**src/shared/tcm_pkg.sv**
```systemverilog
// Purpose: constants for the 8-bit timer compare block
// Assumes: APB slave, 32-bit data, word-aligned registers
// Notes: register offsets are byte addresses
package tcm_pkg;
   // ==========================================
   // register offsets
   localparam logic [7:0] ADDR_CTRL = 8'h00;
   localparam logic [7:0] ADDR_COUNT = 8'h04;
   localparam logic [7:0] ADDR_COMPARE = 8'h08;
   localparam logic [7:0] ADDR_FLAGS = 8'h0c;
   localparam logic [7:0] ADDR_PORT = 8'h10;
   // ==========================================
   // control register fields
   localparam int CTRL_CS_LSB = 0;
   localparam int CTRL_WGM_LSB = 3;
   localparam int CTRL_COM_LSB = 5;
   localparam int CTRL_FOC_BIT = 7;
   localparam int CTRL_IE_BIT = 8;
   localparam int CTRL_OVIE_BIT = 9;
   // flag register fields
   localparam int FLAG_CMP_BIT = 0;
   localparam int FLAG_OVF_BIT = 1;
   // port register fields
   localparam int PORT_VAL_BIT = 0;
   localparam int PORT_DIR_BIT = 1;
   localparam int PORT_STATE_BIT = 2;
   // ==========================================
   // waveform modes
   localparam logic [1:0] WGM_NORMAL = 2'h0;
   localparam logic [1:0] WGM_PC_PWM = 2'h1;
   localparam logic [1:0] WGM_CTC = 2'h2;
   localparam logic [1:0] WGM_FAST_PWM = 2'h3;
   // compare output modes
   localparam logic [1:0] COM_NONE = 2'h0;
   localparam logic [1:0] COM_TOGGLE = 2'h1;
   localparam logic [1:0] COM_CLEAR = 2'h2;
   localparam logic [1:0] COM_SET = 2'h3;
   localparam logic [2:0] CS_STOP = 3'h0;
   localparam logic [7:0] CNT_BOTTOM = 8'h00;
   localparam logic [7:0] CNT_MAX = 8'hff;
   localparam logic [7:0] RESET_BYTE = 8'h00;
endpackage : tcm_pkg

```
**src/design/tcm_timer.sv**
```systemverilog
// Purpose: 8-bit timer with output compare, normal/ctc/pwm counting
// Assumes: pclk 250 MHz; prescaler output arrives as a tick per source
// Notes: clk_tick_in is one enable per cs value >0 (index = cs)
//
// Functional notes
// - count equals compare gives match
// - compare flag sets the cycle after
// - flag and enable raise interrupt
// - flag cleared by service or writing one
// - pwm modes double-buffer compare at top
// - cpu accesses buffer or active register
// - force strobe updates output outside pwm modes, no flag
// - count write blocks next match
// - output state kept across mode change
// - output mode bits take effect immediately
// - output mode nonzero overrides port value
// - output mode zero does nothing on match
// - output mode never alters counting
// - normal mode wraps ff to 00
// - normal overflow flag set at zero
// - ctc clears counter after match
// - ctc missed match waits for wrap
// - ctc toggle gives divided frequency
// - ctc overflow set rolling max to zero
// - cpu count write wins over counting
// - clock select zero stops counting
// - mode three is fast pwm
// - mode one is phase-correct pwm
`timescale 1ns/100ps
module tcm_timer #(
   parameter int CNT_W = 8
) (
   input wire logic pclk,
   input wire logic presetn,
   input wire logic psel,
   input wire logic penable,
   input wire logic pwrite,
   input wire logic [7:0] paddr,
   input wire logic [31:0] pwdata,
   input wire logic [7:0] clk_tick_in,
   input wire logic compare_irq_ack,
   input wire logic overflow_irq_ack,
   output logic [31:0] prdata,
   output logic pready,
   output logic pslverr,
   output logic compare_irq,
   output logic overflow_irq,
   output logic compare_pin_out,
   output logic compare_pin_oe
);
   // ==========================================
   // state
   logic [2:0] clock_source_sel_reg, clock_source_sel_next;
   logic [1:0] waveform_mode_sel_reg, waveform_mode_sel_next;
   logic [1:0] compare_output_mode_reg, compare_output_mode_next;
   logic compare_irq_enable_reg, compare_irq_enable_next;
   logic overflow_irq_enable_reg, overflow_irq_enable_next;
   logic [CNT_W-1:0] timer_count_reg, timer_count_next;
   logic [CNT_W-1:0] compare_value_reg, compare_value_next;
   logic [CNT_W-1:0] compare_buf_reg, compare_buf_next;
   logic compare_flag_reg, compare_flag_next;
   logic overflow_flag_reg, overflow_flag_next;
   logic compare_output_state_reg, compare_output_state_next;
   logic count_down_reg, count_down_next;
   logic block_match_reg, block_match_next;
   logic match_pend_reg, match_pend_next;
   logic port_value_reg, port_value_next;
   logic compare_pin_direction_reg, compare_pin_direction_next;
   logic [31:0] prdata_reg, prdata_next;
   logic pready_reg, pready_next;
   logic pslverr_reg, pslverr_next;
   logic compare_irq_reg, compare_irq_next;
   logic overflow_irq_reg, overflow_irq_next;
   logic pin_out_reg, pin_out_next;
   logic pin_oe_reg, pin_oe_next;

   // ==========================================
   // helpers
   function automatic logic is_pwm(input logic [1:0] wgm);
      return (wgm == tcm_pkg::WGM_PC_PWM) || (wgm == tcm_pkg::WGM_FAST_PWM);
   endfunction : is_pwm

   function automatic logic out_action(input logic [1:0] com,
                                       input logic cur);
      unique case (com)
         tcm_pkg::COM_NONE: return cur;
         tcm_pkg::COM_TOGGLE: return ~cur;
         tcm_pkg::COM_CLEAR: return 1'b0;
         tcm_pkg::COM_SET: return 1'b1;
      endcase
   endfunction : out_action

   // ==========================================
   // combinational next state
   logic acc, wr, rd, tick, match, pwm, at_top, at_bottom, hit, ovf_set;
   logic [CNT_W-1:0] top_val, cpu_cmp;
   always_comb begin
      acc = psel && penable && !pready_reg;
      wr = acc && pwrite;
      rd = acc && !pwrite;
      pwm = is_pwm(waveform_mode_sel_reg);
      tick = (clock_source_sel_reg != tcm_pkg::CS_STOP) &&
             clk_tick_in[clock_source_sel_reg];
      match = (timer_count_reg == compare_value_reg);
      hit = match && !block_match_reg;
      top_val = (waveform_mode_sel_reg == tcm_pkg::WGM_CTC) ?
                compare_value_reg : CNT_W'(tcm_pkg::CNT_MAX);
      at_top = (timer_count_reg == top_val);
      at_bottom = (timer_count_reg == CNT_W'(tcm_pkg::CNT_BOTTOM));
      cpu_cmp = pwm ? compare_buf_reg : compare_value_reg;
      ovf_set = 1'b0;

      clock_source_sel_next = clock_source_sel_reg;
      waveform_mode_sel_next = waveform_mode_sel_reg;
      compare_output_mode_next = compare_output_mode_reg;
      compare_irq_enable_next = compare_irq_enable_reg;
      overflow_irq_enable_next = overflow_irq_enable_reg;
      timer_count_next = timer_count_reg;
      compare_value_next = compare_value_reg;
      compare_buf_next = compare_buf_reg;
      compare_flag_next = compare_flag_reg;
      overflow_flag_next = overflow_flag_reg;
      compare_output_state_next = compare_output_state_reg;
      count_down_next = count_down_reg;
      block_match_next = block_match_reg;
      match_pend_next = match_pend_reg;
      port_value_next = port_value_reg;
      compare_pin_direction_next = compare_pin_direction_reg;
      prdata_next = prdata_reg;
      pready_next = acc;
      pslverr_next = 1'b0;

      // ---- counter, on the timer clock enable
      if (tick) begin
         block_match_next = 1'b0;
         match_pend_next = hit;
         if (match_pend_reg)
            compare_flag_next = 1'b1;
         unique case (waveform_mode_sel_reg)
            tcm_pkg::WGM_NORMAL, tcm_pkg::WGM_FAST_PWM: begin
               timer_count_next = timer_count_reg + 1'b1;
               if (timer_count_reg == CNT_W'(tcm_pkg::CNT_MAX)) begin
                  overflow_flag_next = 1'b1;
                  ovf_set = 1'b1;
               end
            end
            tcm_pkg::WGM_CTC: begin
               // no buffering: a compare set below count waits for wrap
               if (hit) begin
                  timer_count_next = CNT_W'(tcm_pkg::CNT_BOTTOM);
               end else begin
                  timer_count_next = timer_count_reg + 1'b1;
               end
               if (timer_count_reg == CNT_W'(tcm_pkg::CNT_MAX)) begin
                  overflow_flag_next = 1'b1;
                  ovf_set = 1'b1;
               end
            end
            tcm_pkg::WGM_PC_PWM: begin
               if (at_top && !count_down_reg) begin
                  count_down_next = 1'b1;
                  timer_count_next = timer_count_reg - 1'b1;
               end else if (at_bottom && count_down_reg) begin
                  count_down_next = 1'b0;
                  timer_count_next = timer_count_reg + 1'b1;
                  overflow_flag_next = 1'b1;
                  ovf_set = 1'b1;
               end else if (count_down_reg) begin
                  timer_count_next = timer_count_reg - 1'b1;
               end else begin
                  timer_count_next = timer_count_reg + 1'b1;
               end
            end
         endcase
         // compare buffer transfer at top (fast) or top turn (pc)
         if (pwm && at_top)
            compare_value_next = compare_buf_reg;
         // output state on match
         if (hit) begin
            if (!pwm) begin
               compare_output_state_next = out_action(
                  compare_output_mode_reg, compare_output_state_reg);
            end else if (compare_output_mode_reg[1]) begin
               compare_output_state_next = compare_output_mode_reg[0] ^
                  ((waveform_mode_sel_reg == tcm_pkg::WGM_PC_PWM) &&
                   count_down_reg);
            end
         end else if (waveform_mode_sel_reg == tcm_pkg::WGM_FAST_PWM &&
                      compare_output_mode_reg[1] &&
                      timer_count_reg == CNT_W'(tcm_pkg::CNT_MAX)) begin
            compare_output_state_next = ~compare_output_mode_reg[0];
         end
      end
      if (compare_irq_ack)
         compare_flag_next = 1'b0;
      if (overflow_irq_ack)
         overflow_flag_next = 1'b0;

      // ---- register writes
      if (wr) begin
         unique case (paddr)
            tcm_pkg::ADDR_CTRL: begin
               clock_source_sel_next = pwdata[tcm_pkg::CTRL_CS_LSB +: 3];
               waveform_mode_sel_next = pwdata[tcm_pkg::CTRL_WGM_LSB +: 2];
               compare_output_mode_next =
                  pwdata[tcm_pkg::CTRL_COM_LSB +: 2];
               compare_irq_enable_next = pwdata[tcm_pkg::CTRL_IE_BIT];
               overflow_irq_enable_next = pwdata[tcm_pkg::CTRL_OVIE_BIT];
               if (pwdata[tcm_pkg::CTRL_FOC_BIT] && !pwm)
                  compare_output_state_next = out_action(
                     pwdata[tcm_pkg::CTRL_COM_LSB +: 2],
                     compare_output_state_reg);
            end
            tcm_pkg::ADDR_COUNT: begin
               timer_count_next = pwdata[CNT_W-1:0];
               block_match_next = 1'b1;
               match_pend_next = 1'b0;
            end
            tcm_pkg::ADDR_COMPARE: begin
               if (pwm)
                  compare_buf_next = pwdata[CNT_W-1:0];
               else begin
                  compare_value_next = pwdata[CNT_W-1:0];
                  compare_buf_next = pwdata[CNT_W-1:0];
               end
            end
            tcm_pkg::ADDR_FLAGS: begin
               // a hardware set in the same cycle wins over the clear
               if (pwdata[tcm_pkg::FLAG_CMP_BIT] &&
                   !(tick && match_pend_reg))
                  compare_flag_next = 1'b0;
               if (pwdata[tcm_pkg::FLAG_OVF_BIT] && !ovf_set)
                  overflow_flag_next = 1'b0;
            end
            tcm_pkg::ADDR_PORT: begin
               port_value_next = pwdata[tcm_pkg::PORT_VAL_BIT];
               compare_pin_direction_next = pwdata[tcm_pkg::PORT_DIR_BIT];
            end
            default: pslverr_next = 1'b1;
         endcase
      end

      // ---- register reads
      if (rd) begin
         prdata_next = '0;
         unique case (paddr)
            tcm_pkg::ADDR_CTRL: begin
               prdata_next[tcm_pkg::CTRL_CS_LSB +: 3] = clock_source_sel_reg;
               prdata_next[tcm_pkg::CTRL_WGM_LSB +: 2] = waveform_mode_sel_reg;
               prdata_next[tcm_pkg::CTRL_COM_LSB +: 2] =
                  compare_output_mode_reg;
               prdata_next[tcm_pkg::CTRL_IE_BIT] = compare_irq_enable_reg;
               prdata_next[tcm_pkg::CTRL_OVIE_BIT] = overflow_irq_enable_reg;
            end
            tcm_pkg::ADDR_COUNT: prdata_next[CNT_W-1:0] = timer_count_reg;
            tcm_pkg::ADDR_COMPARE: prdata_next[CNT_W-1:0] = cpu_cmp;
            tcm_pkg::ADDR_FLAGS: begin
               prdata_next[tcm_pkg::FLAG_CMP_BIT] = compare_flag_reg;
               prdata_next[tcm_pkg::FLAG_OVF_BIT] = overflow_flag_reg;
            end
            tcm_pkg::ADDR_PORT: begin
               prdata_next[tcm_pkg::PORT_VAL_BIT] = port_value_reg;
               prdata_next[tcm_pkg::PORT_DIR_BIT] = compare_pin_direction_reg;
               prdata_next[tcm_pkg::PORT_STATE_BIT] =
                  compare_output_state_reg;
            end
            default: pslverr_next = 1'b1;
         endcase
      end

      // ---- outputs, registered
      compare_irq_next = compare_irq_enable_next && compare_flag_next;
      overflow_irq_next = overflow_irq_enable_next && overflow_flag_next;
      pin_out_next = (compare_output_mode_next != tcm_pkg::COM_NONE) ?
                     compare_output_state_next : port_value_next;
      pin_oe_next = compare_pin_direction_next;
   end

   // ==========================================
   // registers
   always_ff @(posedge pclk or negedge presetn) begin
      if (!presetn) begin
         clock_source_sel_reg <= tcm_pkg::CS_STOP;
         waveform_mode_sel_reg <= tcm_pkg::WGM_NORMAL;
         compare_output_mode_reg <= tcm_pkg::COM_NONE;
         compare_irq_enable_reg <= 1'b0;
         overflow_irq_enable_reg <= 1'b0;
         timer_count_reg <= CNT_W'(tcm_pkg::RESET_BYTE);
         compare_value_reg <= CNT_W'(tcm_pkg::RESET_BYTE);
         compare_buf_reg <= CNT_W'(tcm_pkg::RESET_BYTE);
         compare_flag_reg <= 1'b0;
         overflow_flag_reg <= 1'b0;
         compare_output_state_reg <= 1'b0;
         count_down_reg <= 1'b0;
         block_match_reg <= 1'b0;
         match_pend_reg <= 1'b0;
         port_value_reg <= 1'b0;
         compare_pin_direction_reg <= 1'b0;
         prdata_reg <= '0;
         pready_reg <= 1'b0;
         pslverr_reg <= 1'b0;
         compare_irq_reg <= 1'b0;
         overflow_irq_reg <= 1'b0;
         pin_out_reg <= 1'b0;
         pin_oe_reg <= 1'b0;
      end else begin
         clock_source_sel_reg <= clock_source_sel_next;
         waveform_mode_sel_reg <= waveform_mode_sel_next;
         compare_output_mode_reg <= compare_output_mode_next;
         compare_irq_enable_reg <= compare_irq_enable_next;
         overflow_irq_enable_reg <= overflow_irq_enable_next;
         timer_count_reg <= timer_count_next;
         compare_value_reg <= compare_value_next;
         compare_buf_reg <= compare_buf_next;
         compare_flag_reg <= compare_flag_next;
         overflow_flag_reg <= overflow_flag_next;
         compare_output_state_reg <= compare_output_state_next;
         count_down_reg <= count_down_next;
         block_match_reg <= block_match_next;
         match_pend_reg <= match_pend_next;
         port_value_reg <= port_value_next;
         compare_pin_direction_reg <= compare_pin_direction_next;
         prdata_reg <= prdata_next;
         pready_reg <= pready_next;
         pslverr_reg <= pslverr_next;
         compare_irq_reg <= compare_irq_next;
         overflow_irq_reg <= overflow_irq_next;
         pin_out_reg <= pin_out_next;
         pin_oe_reg <= pin_oe_next;
      end
   end

   assign prdata = prdata_reg;
   assign pready = pready_reg;
   assign pslverr = pslverr_reg;
   assign compare_irq = compare_irq_reg;
   assign overflow_irq = overflow_irq_reg;
   assign compare_pin_out = pin_out_reg;
   assign compare_pin_oe = pin_oe_reg;
endmodule : tcm_timer

```
**config.mk**
```make
export PLATFORM = sky130hd
export DESIGN_NAME = tcm_timer
export DESIGN_NICKNAME = d
export VERILOG_FILES = /design/src/shared/tcm_pkg.sv /design/src/design/tcm_timer.sv
export SDC_FILE = /design/constraint.sdc
export NUM_CORES = 1
export LEC_CHECK = 0
export BUFFER_PORTS_ARGS = -buffer_cell sky130_fd_sc_hd__buf_4
export CORE_MARGIN = 3
export CORE_UTILIZATION = 49
export CTS_CLUSTER_SIZE = 12
export DETAILED_ROUTE_END_ITERATION = 10
export PLACE_DENSITY = 0.8
export SETUP_SLACK_MARGIN = 0.05
export SYNTH_ARGS = -nofsm -noshare
export SYNTH_HDL_FRONTEND = slang
export SYNTH_SLANG_ARGS = --single-unit
```
**constraint.sdc**
```tcl
create_clock -name pclk -period 2.2 [get_ports pclk]
set_input_delay 0.11 -clock pclk [delete_from_list [all_inputs] [get_ports pclk]]
set_output_delay 0.11 -clock pclk [all_outputs]
set_load 0.01 [all_outputs]
```
======== Word level (Yosys, flattened, before mapping) ========
Cells that the tools add are included.
word-level totals
  register bits after elaboration ......... 56
  bits of input ports ..................... 55
  logic and storage cells ................. 158
  output and inout bits ................... 38
cells by class
  add/sub/neg operators ................... 2
  order comparisons ....................... 1
  multiplexer cells ....................... 73
  bitwise operators ....................... 3
  reductions and logical operators ........ 41
  equal/unequal tests ..................... 16
operators by type and width
  kind                                                                          number
  8-bit 2-to-1 mux                                                              14
  1-bit 2-to-1 mux                                                              46
  8-bit case mux with 3 select lines                                            1
  1-bit logical AND                                                             18
  8-bit by 4-bit == test with 1-bit output, second input constant               2
  8-bit == test                                                                 2
  8-bit zero test                                                               2
  2-bit == test, second input constant                                          6
  1-bit case mux with 4 select lines                                            3
  4-bit case mux with 3 select lines                                            1
  2-bit case mux with 5 select lines                                            1
  8-bit by 1-bit adder with 8-bit output, second input constant                 1
  8-bit by 3-bit == test with 1-bit output, second input constant               1
  8-bit by 5-bit == test with 1-bit output, second input constant               1
  8-bit == test, second input constant                                          1
  8-bit by 1-bit subtractor with 8-bit output, second input constant            1
  1-bit zero test                                                               7
  2-bit by 1-bit == test with 1-bit output, second input constant               3
  2-bit zero test                                                               3
  2-bit 2-to-1 mux                                                              3
  1-bit case mux with 2 select lines                                            3
  2-bit AND reduction                                                           3
  5-bit OR reduction                                                            1
  3-bit by 4-bit less-than comparator with 1-bit output, second input constant  1
  other kinds (9)                                                               11

======== Depth between registers and ports, before layout ========
  depth after elaboration ................. 13
  mapped depth ............................ 10
  depth with buffers taken out ............ 9

======== Worst setup path before layout ========
Ideal clock, no wire load.
  path type ............................... flip-flop to flip-flop
  from .................................... register timer_count_reg[0]
  to ...................................... register timer_count_reg[2]
  slack ................................... -155 ps
  clock period less this slack ............ 2355 ps
  arrival time ............................ 2236 ps
  cell stages (with the launch flop) ...... 9
  required time ........................... 2081 ps
  setup time .............................. 119 ps
  cell sequence ........................... dfrtp_1 > inv_2 > a2111o_1 > o41a_1 > a211o_1 > buf_6 > a21o_1 > a21o_1 > o21a_1
on the way
  word-level cells in the longest chain between the ends .. 8
  elaborated cells between the ends (all ways) .. 16
  classes of those cells .................. 2 x add/sub; 2 x eq/ne; 8 x mux; 4 x reduce/logical
ends and longest elaborated chain
  what                                                                  RTL line                            text
  start: declaration                                                    tcm_timer.sv:58                     logic [CNT_W-1:0] timer_count_reg, timer_count_next;
  start signal: assignment                                              tcm_timer.sv:288                    timer_count_reg <= CNT_W'(tcm_pkg::RESET_BYTE);
  start signal: assignment                                              tcm_timer.sv:312                    timer_count_reg <= timer_count_next;
  8-bit by 1-bit adder with 8-bit output, or another cell as far along  n/a
  8-bit 2-to-1 mux or 1-bit logical AND (tied branches)                 tcm_timer.sv:168, tcm_timer.sv:163
  8-bit 2-to-1 mux                                                      tcm_timer.sv:163                    end else if (at_bottom && count_down_reg) begin
  8-bit 2-to-1 mux                                                      tcm_timer.sv:160                    if (at_top && !count_down_reg) begin
  8-bit case mux with 3 select lines (*)                                tcm_timer.sv:139                    unique case (waveform_mode_sel_reg)
  8-bit 2-to-1 mux (*)                                                  tcm_timer.sv:134                    if (tick) begin
  8-bit 2-to-1 mux                                                      tcm_timer.sv:201                    unique case (paddr)
  8-bit 2-to-1 mux (*)                                                  tcm_timer.sv:200                    if (wr) begin
  named net timer_count_next[2]                                         tcm_timer.sv:58
Mark *: on every way through the listed nets, which the timed path passes. The rest lies on a longest branch.
A chain may end at the register's enable or synchronous reset.

======== Final worst setup path ========
  from .................................... register compare_value_reg[1]
  to ...................................... register timer_count_reg[5]
on the way
  word-level cells in the longest chain between the ends .. 8
  elaborated cells between the ends (all ways) .. 11
  classes of those cells .................. 2 x eq/ne; 7 x mux; 2 x reduce/logical
ends and longest elaborated chain
  what                                    RTL line          text
  start: declaration                      tcm_timer.sv:59   logic [CNT_W-1:0] compare_value_reg, compare_value_next;
  start signal: assignment                tcm_timer.sv:289  compare_value_reg <= CNT_W'(tcm_pkg::RESET_BYTE);
  start signal: assignment                tcm_timer.sv:313  compare_value_reg <= compare_value_next;
  8-bit 2-to-1 mux                        tcm_timer.sv:106  top_val = (waveform_mode_sel_reg == tcm_pkg::WGM_CTC) ?
  8-bit == test                           tcm_timer.sv:108  at_top = (timer_count_reg == top_val);
  1-bit logical AND                       tcm_timer.sv:160
  8-bit 2-to-1 mux                        tcm_timer.sv:160
  8-bit case mux with 3 select lines (*)  tcm_timer.sv:139
  8-bit 2-to-1 mux (*)                    tcm_timer.sv:134
  8-bit 2-to-1 mux                        tcm_timer.sv:201
  8-bit 2-to-1 mux (*)                    tcm_timer.sv:200
  named net timer_count_next[5]           tcm_timer.sv:58
Marks and branches as above.

==> impl_metrics.json <==
{
  "status": "finished, violations left",
  "violations": "setup timing",
  "hold_class": "primary input to flop",
  "drt-pass1-iter-count": 5,
  "reg2reg_from": "compare_value_reg[1]",
  "first_global_vias": 3684,
  "cts_tree": "built",
  "crit_start": "compare_value_reg[1]",
  "maxClockFrequency_mhz": 430,
  "fin_util": 0.654,
  "pin_count": 93,
  "die_area_um2": 8840,
  "rrSetupSlack_ns": -0.13,
  "design_area_um2": 4820,
  "clock-root-buffer": "clkbuf_8",
  "fp.dieW_um": 94.0,
  "setup_viol": 9,
  "diodes": 0,
  "drtIter0Drc": 399,
  "worstPathArrival_ns": 2.57,
  "synth-main-ff-cell": "dfrtp_1",
  "synthToLayoutAreaGrowth_pct": 27.0,
  "dp_hpwl_mm": 8.67,
  "multi_input_area_um2": 2300,
  "required_ns": 2.45,
  "path_clk_slew_ns": 0.11,
  "maxCapViolations": 0,
  "synth_edf_count": 0,
  "gp_congestion": 0.974,
  "dr_total_vias": 3841,
  "cp_max_fo": 7,
  "drt_wl_total_mm": 12.0,
  "max-slew-margin-rel": 0.517,
  "synth.cell_area_um2": 3790,
  "async_reset_ff_frac": 1.00,
  "ctsHtreeMaxLevel": 2,
  "r2r-end": "timer_count_reg[5]",
  "reg2reg_depth": 8,
  "slew_violations": 0,
  "tns_ns": -0.872,
  "worst_pin_slew_ns": 0.719,
  "most-common-layout-cells": "buf_4, nand2_1, dfrtp_1",
  "row_count": 31,
  "core_area_um2": 7370,
  "via_per_inst": 6.07,
  "ys_ff_latch": 56,
  "largest_register_ff_count": 10,
  "p_per_area_nw_per_um2": 639,
  "ys.warnings.count": 0,
  "ir_worst_vdd_mv": 0.413,
  "cts_buffers": 5,
  "drive_gt1_frac": 0.301,
  "worst-setup-path-type": "flop to flop",
  "fillCellCount": 583,
  "grt_pass1_wl_mm": 18.7,
  "initial_core_util": 0.515,
  "crit_path_end_kind": "flop",
  "power.total_mw": 3.08,
  "overflow": 0,
  "seq_area_um2": 1410,
  "syn_inst": 441,
  "place_area_um2": 4490,
  "finalCriticalPeriod_ns": 2.33,
  "clock_path_buffers": 2,
  "routedWlPerCell_um": 18.9,
  "setup_ws_ns": -0.127,
  "worstSkewPairLatency_ns": 0.32,
  "ys_types": 59,
  "finalCritPeriodShare": 1.06,
  "grt_max_degree": 57,
  "cts.sinks": 56,
  "drtAntennaViolNets": 0,
  "syn_avg_cell_area_um2": 8.61,
  "hold_viol": 0,
  "grt_usage": 0.271,
  "antenna_found_initial": 0,
  "fin_worst_skew_ns": 0.00555,
  "fin_nets": 594,
  "floorplan.die.height_um": 94.0,
  "p_leak_nw": 2.28,
  "startpoint_type": "flop",
  "yosysSeqAreaShare": 0.369,
  "crit_end": "timer_count_reg[5]",
  "rsz0062_at_grt": "true",
  "port_buffers": 47,
  "route.detailed.drc": 0,
  "mostFrequentLayoutCell": "buf_4"
}
-- how the worst min path moves through the flow --
stage	startpoint	cells past startpoint	to
6_report	pwdata[9]	3	overflow_irq_enable_reg
5_1_grt	pwdata[9]	3	overflow_irq_enable_reg
4_1_cts	pwdata[9]	3	overflow_irq_enable_reg
3_5_place_dp	presetn	1	prdata[3]
3_3_place_gp	presetn	1	prdata[2]
2_1_floorplan	presetn	0	block_match_reg
-- routing by layer --
| metal | up-vias | track usage | share of wire | routed length, um |
|---|---|---|---|---|
| li1 | 1707 | - | - | - |
| met1 | 1840 | 0.357 | 0.39 | 4690 |
| met2 | 240 | 0.442 | 0.48 | 5790 |
| met3 | 54 | 0.0545 | 0.091 | 1090 |
| met4 | 0 | 0.0951 | 0.035 | 420 |
| met5 | - | 0 | 0 | 0 |
-- cell type report --
cell class	instances	area share
multi-input combinational	346	0.477
sequential	56	0.292
timing repair buffer	109	0.175
tap	99	0.0257
clock buffer	5	0.0143
inverter	15	0.0117
clock inverter	3	0.00441
-- critical path, cell delays in order (launching register included) --
cell and delay (ns):
dfrtp_1 0.41, nor2b_4 0.13, a2111o_1 0.42, o41a_1 0.35
a211o_4 0.32, buf_6 0.15, o21ai_0 0.21, a31oi_1 0.07
a21oi_1 0.19
-- power by group --
part	internal, mW	switching (mW)	leakage [nW]	total (mW)
registers	1.12	0.124	0.718	1.25
logic	0.590	0.643	1.52	1.23
clock network	0.227	0.372	0.0445	0.599
-- synthesized netlist by cell type, types with 4 or more instances --
master	n	area, um^2
or4_1	4	30.0
nor3_1	8	40.0
o22a_1	5	43.8
ha_1	6	75.1
buf_4	22	165
o21ai_0	27	135
and2_1	4	25.0
nand4_1	6	37.5
inv_1	14	52.6
nand2b_1	13	81.3
a31oi_1	7	43.8
a21oi_1	20	100
clkbuf_1	21	78.8
o22ai_1	4	25.0
xnor2_1	4	35.0
nor2_1	40	150
nor4_1	5	31.3
nor2b_1	8	50.1
and3_1	4	25.0
dfrtp_1	56	1400
a21o_1	7	52.6
mux2i_1	27	270
mux2_2	12	135
nand3_1	5	25.0
or3_1	5	31.3
nand2_1	56	210
-- cells by family (layout without fill, tap and decap cells) --
family	after synthesis	after routing	synth area share
XOR/XNOR	6	6	0.0138
buffers and inverters	60	132	0.0851
other	1	22	0.000988
adder cells (fa/ha/maj)	6	6	0.0198
AND/OR/NAND/NOR	168	168	0.216
multiplexers	40	40	0.113
flip-flops	56	56	0.369
AO/OA/AOI/OAI	104	104	0.182
-- through the flow --
step | setup WS, ns | std cells | hold slack (ns)
finish | -0.127 | 633 | 0.0109
global route | -0.214 | 633 | 0.0271
CTS | -0.0955 | 627 | 0.00631
detailed placement | -0.142 | 614 | 0.210
global placement | -0.0640 | 614 | 0.205
floorplan | 0.0147 | 462 | -0.186
-- what timing repair did --
| action | CTS | global route |
|---|---|---|
| buffers inserted | 1 | 6 |
| endpoints found under the hold margin | 59 | 0 |
| endpoints found under the setup margin | 19 | 22 |
| resized for setup | 15 | 24 |
| hold buffers | 4 | 0 |
| pin swaps | 3 | 21 |
No activity file was read; power rests on OpenSTA's default activity.
